`config.mk`:
```
export PLATFORM = sky130hd
export DESIGN_NAME = drdac_core
export DESIGN_NICKNAME = d
export VERILOG_FILES = /design/src/rtl/drdac_pkg.sv /design/src/rtl/drdac_core.sv
export VERILOG_INCLUDE_DIRS = /design/src /design/src/rtl
export SDC_FILE = /design/constraint.sdc
export NUM_CORES = 1
export LEC_CHECK = 0
export ABC_AREA = 1
export BUFFER_PORTS_ARGS = -buffer_cell sky130_fd_sc_hd__buf_2
export CORE_ASPECT_RATIO = 1.1
export CORE_MARGIN = 5
export CORE_UTILIZATION = 52
export CTS_BUF_LIST = sky130_fd_sc_hd__clkbuf_16
export CTS_CLUSTER_DIAMETER = 120
export DETAILED_ROUTE_END_ITERATION = 6
export GPL_TIMING_DRIVEN = 0
export PLACE_DENSITY = 0.8
export SLEW_MARGIN = 20
export SYNTH_ARGS = -nofsm -noshare
export SYNTH_HDL_FRONTEND = slang
export SYNTH_SLANG_ARGS = --single-unit
export TNS_END_PERCENT = 100
```
`constraint.sdc`:
```
create_clock -name sys_clk -period 1.7 [get_ports sys_clk]
set_input_delay 0.085 -clock sys_clk [delete_from_list [all_inputs] [get_ports sys_clk]]
set_output_delay 0.085 -clock sys_clk [all_outputs]
set_load 0.01 [all_outputs]
```
`src/rtl/drdac_params.svh`:
```
// Constants for the direct-register output update block.
// Assumes inclusion by the package, the design module and the bench.
`ifndef DRDAC_PARAMS_SVH
`define DRDAC_PARAMS_SVH
// Register byte offsets
`define DRDAC_OFF_CTRL 12'h000
`define DRDAC_OFF_CH0 12'h008
`define DRDAC_OFF_CH1 12'h00c
`define DRDAC_OFF_BOW 12'h03c
`define DRDAC_OFF_STAT 12'h040
// Control word and role register field positions
`define DRDAC_CTL_BUFSEL 0
`define DRDAC_CTL_SIMUL 1
`define DRDAC_CTL_SWCLK 2
`define DRDAC_CTL_RATEC_EN 3
`define DRDAC_CTL_RANGE_LO 4
`define DRDAC_CTL_RANGE_HI 5
`define DRDAC_BOW_INIT 0
// Reset values
`define DRDAC_CODE_RST 16'h8000
`define DRDAC_RANGE_RST 2'h0
// Output clock pulse width, system clock period, code width and channel count
`define DRDAC_PULSE_NS 100
`define DRDAC_CLK_NS 100
`define DRDAC_PULSE_CYC ((`DRDAC_PULSE_NS + `DRDAC_CLK_NS - 1) / `DRDAC_CLK_NS)
`define DRDAC_CODE_W 16
`define DRDAC_CH_N 2
`endif

```
`src/rtl/drdac_pkg.sv`:
```
// Types for the direct-register output update block.
// Assumes the constants header is on the include path.
`include "drdac_params.svh"
package drdac_pkg;
    // Output span selection
    typedef enum logic [1:0] {DRDAC_SPAN_10V = 2'h0, DRDAC_SPAN_5V = 2'h1, DRDAC_SPAN_2V5 = 2'h2} drdac_span_t;
    // APB request bundle
    typedef struct packed {
        logic psel;
        logic penable;
        logic pwrite;
        logic [11:0] paddr;
        logic [31:0] pwdata;
    } drdac_apb_req_t;
    // Analog output bundle
    typedef struct packed {
        logic [15:0] code0;
        logic [15:0] code1;
        drdac_span_t span;
    } drdac_aout_t;
endpackage

```
`src/rtl/drdac_core.sv`:
```
// Direct-register update logic for two analog output channels with APB access.
// Assumes sys_clk at 10 MHz, synchronous reset, and a peer-driven shared clock pin.
//
// Functional notes
// - With buffered select low, both outputs come only from the channel data registers.
// - With buffered select high, the buffered path owns the outputs and direct registers do not.
// - Each channel has a holding register and an output register.
// - Codes are right-justified 16-bit values that reset to midscale 0x8000.
// - Bits 16 to 31 of a data register write are ignored.
// - A span field chooses 10V, 5V or 2.5V and resets to 10V.
// - With joint update low, a write moves the channel code to its output at once.
// - With joint update high, outputs hold until an output clock loads all channels together.
// - In joint mode a software strobe write is an output clock regardless of other settings.
// - The third rate generator clocks outputs only when enabled and the role is initiator.
// - In joint mode as target, output clocks come from the external pin.
// - As initiator the pin is driven with one 100 ns low pulse per output clock.
// - As target the pin is released and each received falling edge is one output clock.
// - As target the third rate generator pulses are ignored.
//
// The APB slave port is this design's own decision.
`timescale 1ns/1ps
`include "drdac_params.svh"
module drdac_core
    import drdac_pkg::*;
(
    // Clock and reset
    input wire logic sys_clk,
    input wire logic reset,
    // APB slave
    input wire logic psel,
    input wire logic penable,
    input wire logic pwrite,
    input wire logic [11:0] paddr,
    input wire logic [31:0] pwdata,
    output logic [31:0] prdata,
    output logic pready,
    output logic pslverr,
    // Rate generator pulse and buffered path codes
    input wire logic ratec_tick,
    input wire logic [15:0] buf_code0,
    input wire logic [15:0] buf_code1,
    // Shared output clock pin
    input wire logic oclk_in,
    output logic oclk_out,
    output logic oclk_oe,
    // Analog outputs
    output drdac_aout_t aout,
    output logic out_clk_event
);
    // ---------------------------------------------------------------
    // Bus decode
    // ---------------------------------------------------------------
    drdac_apb_req_t req;
    assign req = '{psel: psel, penable: penable, pwrite: pwrite, paddr: paddr, pwdata: pwdata};
    wire access_w = req.psel && req.penable;
    wire wr_w = access_w && req.pwrite;
    wire hit_ctrl = req.paddr == `DRDAC_OFF_CTRL;
    wire hit_ch0 = req.paddr == `DRDAC_OFF_CH0;
    wire hit_ch1 = req.paddr == `DRDAC_OFF_CH1;
    wire hit_bow = req.paddr == `DRDAC_OFF_BOW;
    wire hit_stat = req.paddr == `DRDAC_OFF_STAT;
    wire mapped_w = hit_ctrl || hit_ch0 || hit_ch1 || hit_bow || hit_stat;
    wire wr_ctrl = wr_w && hit_ctrl;
    wire wr_ch0 = wr_w && hit_ch0;
    wire wr_ch1 = wr_w && hit_ch1;
    wire wr_bow = wr_w && hit_bow;
    // Zero wait states; unmapped addresses answer with an error
    assign pready = 1'b1;
    assign pslverr = access_w && !mapped_w;

    // ---------------------------------------------------------------
    // Control registers
    // ---------------------------------------------------------------
    logic bufsel_r;
    logic simul_r;
    logic ratec_en_r;
    logic init_r;
    logic swclk_r;
    drdac_span_t span_r;
    logic [15:0] hold0_r;
    logic [15:0] hold1_r;
    logic [15:0] out0_r;
    logic [15:0] out1_r;
    logic oclk_event_r;

    // Control word; the strobe lives one cycle only so each write of one gives one event
    always_ff @(posedge sys_clk)
    begin
        if (reset)
        begin
            bufsel_r <= 1'b0;
            simul_r <= 1'b0;
            ratec_en_r <= 1'b0;
            span_r <= DRDAC_SPAN_10V;
            swclk_r <= 1'b0;
        end
        else
        begin
            swclk_r <= wr_ctrl && req.pwdata[`DRDAC_CTL_SWCLK];
            if (wr_ctrl)
            begin
                bufsel_r <= req.pwdata[`DRDAC_CTL_BUFSEL];
                simul_r <= req.pwdata[`DRDAC_CTL_SIMUL];
                ratec_en_r <= req.pwdata[`DRDAC_CTL_RATEC_EN];
                span_r <= drdac_span_t'(req.pwdata[`DRDAC_CTL_RANGE_HI:`DRDAC_CTL_RANGE_LO]);
            end
        end
    end

    // Role bit; default target so boards never fight over the pin
    always_ff @(posedge sys_clk)
    begin
        if (reset)
            init_r <= 1'b0;
        else if (wr_bow)
            init_r <= req.pwdata[`DRDAC_BOW_INIT];
    end

    // ---------------------------------------------------------------
    // Pin synchroniser and edge detect
    // ---------------------------------------------------------------
    logic [2:0] pin_sync_r;
    logic pin_stable_r;
    always_ff @(posedge sys_clk)
    begin
        if (reset)
        begin
            pin_sync_r <= 3'h7;
            pin_stable_r <= 1'b1;
        end
        else
        begin
            pin_sync_r <= {pin_sync_r[1:0], oclk_in};
            if (pin_sync_r[1] == pin_sync_r[2])
                pin_stable_r <= pin_sync_r[2];
        end
    end
    // Change counts only once the later two stages agree
    wire pin_agree = pin_sync_r[1] == pin_sync_r[2];
    wire pin_fall = pin_agree && pin_stable_r && !pin_sync_r[2];

    // ---------------------------------------------------------------
    // Output clock source selection
    // ---------------------------------------------------------------
    wire gen_clk = ratec_tick && ratec_en_r && init_r;
    wire ext_clk = pin_fall && !init_r;
    wire out_clk = simul_r && (swclk_r || gen_clk || ext_clk);
    assign out_clk_event = out_clk;

    // ---------------------------------------------------------------
    // Double-buffered channel data
    // ---------------------------------------------------------------
    wire [15:0] wcode = req.pwdata[`DRDAC_CODE_W-1:0];
    always_ff @(posedge sys_clk)
    begin
        if (reset)
        begin
            hold0_r <= `DRDAC_CODE_RST;
            hold1_r <= `DRDAC_CODE_RST;
        end
        else
        begin
            if (wr_ch0)
                hold0_r <= wcode;
            if (wr_ch1)
                hold1_r <= wcode;
        end
    end

    // Output registers: immediate on write, or all at once on an output clock
    wire ld0 = simul_r ? out_clk : wr_ch0;
    wire ld1 = simul_r ? out_clk : wr_ch1;
    wire [15:0] nxt0 = simul_r ? hold0_r : wcode;
    wire [15:0] nxt1 = simul_r ? hold1_r : wcode;
    always_ff @(posedge sys_clk)
    begin
        if (reset)
        begin
            out0_r <= `DRDAC_CODE_RST;
            out1_r <= `DRDAC_CODE_RST;
        end
        else
        begin
            if (ld0)
                out0_r <= nxt0;
            if (ld1)
                out1_r <= nxt1;
        end
    end

    // Drive analog bundle; buffered path takes over when selected
    always_ff @(posedge sys_clk)
    begin
        if (reset)
            aout <= '{code0: `DRDAC_CODE_RST, code1: `DRDAC_CODE_RST, span: DRDAC_SPAN_10V};
        else
            aout <= '{code0: bufsel_r ? buf_code0 : out0_r,
                      code1: bufsel_r ? buf_code1 : out1_r,
                      span: span_r};
    end

    // ---------------------------------------------------------------
    // Initiator pin pulse
    // ---------------------------------------------------------------
    logic [1:0] pulse_cnt_r;
    always_ff @(posedge sys_clk)
    begin
        if (reset)
            pulse_cnt_r <= 2'h0;
        else if (out_clk && init_r)
            pulse_cnt_r <= 2'(`DRDAC_PULSE_CYC);
        else if (pulse_cnt_r != 2'h0)
            pulse_cnt_r <= pulse_cnt_r - 2'h1;
    end
    // Registered pin drive keeps the low pulse glitch free
    always_ff @(posedge sys_clk)
    begin
        if (reset)
        begin
            oclk_out <= 1'b1;
            oclk_oe <= 1'b0;
            oclk_event_r <= 1'b0;
        end
        else
        begin
            oclk_oe <= init_r;
            // Counter stretches the low level should the pulse ever span more than one clock
            oclk_out <= !((out_clk && init_r) || pulse_cnt_r > 2'h1);
            oclk_event_r <= out_clk;
        end
    end

    // ---------------------------------------------------------------
    // Read data
    // ---------------------------------------------------------------
    wire [31:0] ctrl_rd = {26'h0, span_r, ratec_en_r, 1'b0, simul_r, bufsel_r};
    wire [31:0] stat_rd = {29'h0, oclk_event_r, pin_stable_r, init_r};
    wire [31:0] rd_mux = hit_ctrl ? ctrl_rd :
                         hit_ch0 ? {16'h0, hold0_r} :
                         hit_ch1 ? {16'h0, hold1_r} :
                         hit_bow ? {31'h0, init_r} :
                         hit_stat ? stat_rd : 32'h0;
    always_ff @(posedge sys_clk)
    begin
        if (reset)
            prdata <= 32'h0;
        else if (req.psel && !req.penable)
            prdata <= rd_mux;
    end
endmodule

```
==> flow_summary.json <==
{
  "grt_pass1_wl_um": 25120,
  "finalPower_mw": 6.775,
  "timing.final.crit_share_pct": 92.48,
  "r2r-end": "out1_r[11]",
  "yosys.area.top_type": "dfxtp_1",
  "path_clk_slew_ns": 0.05,
  "p_comb_share_pct": 7.6,
  "seq_power_share_pct": 45.7,
  "clockBufferDepth": 2,
  "rows": 38,
  "cts_buffers": 17,
  "clk_latency_ns": 0.42,
  "required_ns": 2.05,
  "grt.total_usage_pct": 25.35,
  "dieArea_um2": 12370,
  "cp.arrival_ns": 1.92,
  "fin_util_pct": 71.59,
  "fin_tns_setup_ns": 0,
  "hold_ws_ns": 0.01511,
  "p_switching_mw": 1.521,
  "grt_pass1_vias": 5381,
  "outcome": "finished with violations",
  "syn_inst": 717,
  "worstSetupEndpointType": "flip-flop",
  "min_period_ns": 1.572,
  "avgViaCountPerCell": 5.268,
  "slew_headroom_pct": 62.00,
  "ir_drop_uv": 679.5,
  "rsz0062_at_grt": "false",
  "fmax_mhz": 636.0,
  "die_w_um": 106.5,
  "min_to": "hold0_r[6]",
  "clock-sinks": 130,
  "slew_viol_final": 0,
  "intPower_mw": 5.254,
  "ff2ff_setup_slack_ns": 0.13,
  "finalHoldViolCount": 0,
  "r2r-start": "simul_r",
  "r2r_cells": 6,
  "postSynthAreaPerCell_um2": 7.429,
  "synth_flop_cell": "dfxtp_1",
  "yosysTopAreaCellShare_pct": 48.86,
  "dieHeight_um": 116.1,
  "num_io_pins": 154,
  "power.static_leakage_nw": 3.380,
  "port-buffer-count": 120,
  "dr.pass1.iters": 7,
  "yosys-top-cells-area": "dfxtp_1 49%, o21ai_0 12%, nor2_1 9.4%",
  "cts_tree": "yes",
  "clkPwrFrac_pct": 46.7,
  "tightest_slew_ns": 0.5700,
  "cts_max_level": 4,
  "antenna_found_initial": 0,
  "yosysSeqAreaShare_pct": 48.86,
  "drv_cap": 0,
  "antenna_cells": 0,
  "syn_to_final_growth_pct": 33.57,
  "drt_iter0_markers": 456,
  "ys_types": 30,
  "core-area_um2": 9937,
  "drive_above_1_share_pct": 20.60,
  "synth_edf_count": 0,
  "grt_start_max_net_pins": 17,
  "nNetsFinal": 1003,
  "hp-class": "input port to flip-flop",
  "yosys_warnings": 0,
  "hold_depth": 3,
  "wire_per_inst_um": 14.84,
  "criticalPathCategory": "flip-flop to flip-flop",
  "violations": "DRC",
  "drtAntennaViolNets": 0,
  "start_kind": "flip-flop",
  "ys_ff_latch": 130,
  "yosysMostFrequentCell": "nor2_1",
  "vias": 5516,
  "switching_share_pct": 22.46,
  "min_from": "pwdata[6]",
  "cts-root-buf": "clkbuf_16",
  "gr-total-overflow": 0,
  "skew_ns": 0.006634,
  "wirelength_um": 15540,
  "synth_async_sr_flop_share_pct": 0,
  "powerDensity_nw_per_um2": 952.4,
  "globalplace.congestion": 0.9178,
  "ys_top_cells_by_count": "134 x nor2_1, 130 x dfxtp_1, 125 x o21ai_0",
  "dpl_worst_slack_ns": 0.02444,
  "finalWorstSetupSlack_ns": 0.1278,
  "drcViolationCount": 2,
  "setup_violations": 0,
  "syn_area_um2": 5326,
  "start_util_pct": 53.60,
  "dp_hpwl_um": 10980,
  "path_max_fanout": 10
}
==> worst max-delay path, cell delays in order, from the launching register on <==
cell and delay, ns:
dfxtp_1 0.30, clkbuf_4 0.20, clkinvlp_4 0.18, clkbuf_1 0.26, o21ai_0 0.36, nor2_1 0.10, nor2_1 0.11
==> state kept, by name, summed over array words and instances (netlist names), 2 cells and up <==
signal       flops
hold1_r         16
span_r           2
pulse_cnt_r      2
out0_r          16
hold0_r         16
aout            34
prdata          16
pin_sync_r       3
out1_r          16
==> layout make-up <==
class / instances / area [um2]
fillers: 800 / 2823
plain buffers: 53 / 295.3
repair buffers: 167 / 1069
well taps: 120 / 150.1
flip-flops and latches: 130 / 2603
inverters: 60 / 229.0
clock buffers: 17 / 425.4
multi-input cells: 489 / 2266
clock inverters: 11 / 77.57
==> kinds of logic after synthesis <==
| group | after synthesis | synth area share (%) |
|---|---|---|
| simple gates | 273 | 21.68 |
| xor+xnor | 1 | 0.1645 |
| fa+ha+maj | 2 | 0.4697 |
| buf+inv | 113 | 9.702 |
| flops | 130 | 48.86 |
| other cells | 2 | 0.1410 |
| compound gates | 196 | 18.98 |
==> power groups by stage <==
stage / Clock, mW / Sequential (mW) / Combinational [mW]
2_1_floorplan: 0 / 3.16 / 0.247
3_3_place_gp: 0 / 3.16 / 0.396
3_5_place_dp: 0 / 3.16 / 0.421
4_1_cts: 3.18 / 3.10 / 0.506
5_1_grt: 3.32 / 3.10 / 0.574
6_report: 3.16 / 3.10 / 0.516
==> metrics by stage <==
step,instances,area (um2)
after global routing,1047,7114
after floorplan,732,5383
after global placement,972,6133
final,1047,7114
after detailed placement,972,6133
after CTS,1046,7097
==> metal layers <==
| metal | global-route usage [%] | vias to the layer above | wire (um) |
|---|---|---|---|
| met5 | 0 | - | 0 |
| met4 | 10.23 | 0 | 473 |
| met3 | 7.352 | 56 | 1296 |
| met2 | 44.15 | 284 | 7452 |
| met1 | 29.61 | 2471 | 6316 |
| li1 | - | 2705 | - |
==> layout by cell type (no fill, tap or decap), types with 4 or more instances in the layout <==
| cell | netlist | routed |
|---|---|---|
| o21ai_0 | 125 | 125 |
| inv_2 | 4 | 4 |
| nor2_2 | 5 | 5 |
| nand3_1 | 30 | 30 |
| buf_4 | 18 | 19 |
| clkinv_1 | 2 | 5 |
| o21ai_1 | 4 | 4 |
| nand2_1 | 87 | 86 |
| dfxtp_1 | 130 | 130 |
| inv_1 | 54 | 56 |
| clkbuf_16 | 0 | 17 |
| conb_1 | 2 | 17 |
| nor2_1 | 134 | 134 |
| dlygate4sd3_1 | 0 | 46 |
| buf_2 | 2 | 121 |
| o22ai_1 | 10 | 10 |
| nand2_2 | 5 | 6 |
| clkbuf_1 | 30 | 29 |
| a21oi_1 | 52 | 52 |
==> what timing repair did <==
| item | in CTS | in global routing |
|---|---|---|
| hold endpoints to repair | 53 | 0 |
| hold buffers | 46 | 0 |
| resized for setup | 0 | 5 |
| setup endpoints to repair | 0 | 23 |
| buffers inserted | 0 | 1 |
==> worst max path at each step <==
stage          startpoint     endpoint  slack [ns]  cells past startpoint
2_1_floorplan     simul_r   out0_r[10]        0.40                      7
3_3_place_gp        reset  hold1_r[15]        0.08                      5
3_5_place_dp     paddr[5]   out0_r[10]        0.02                     12
4_1_cts           simul_r   out0_r[10]        0.05                      7
5_1_grt           simul_r   out0_r[10]        0.03                      8
6_report          simul_r   out1_r[11]        0.13                      6
Note: power is estimated with default switching activity, not from simulation.
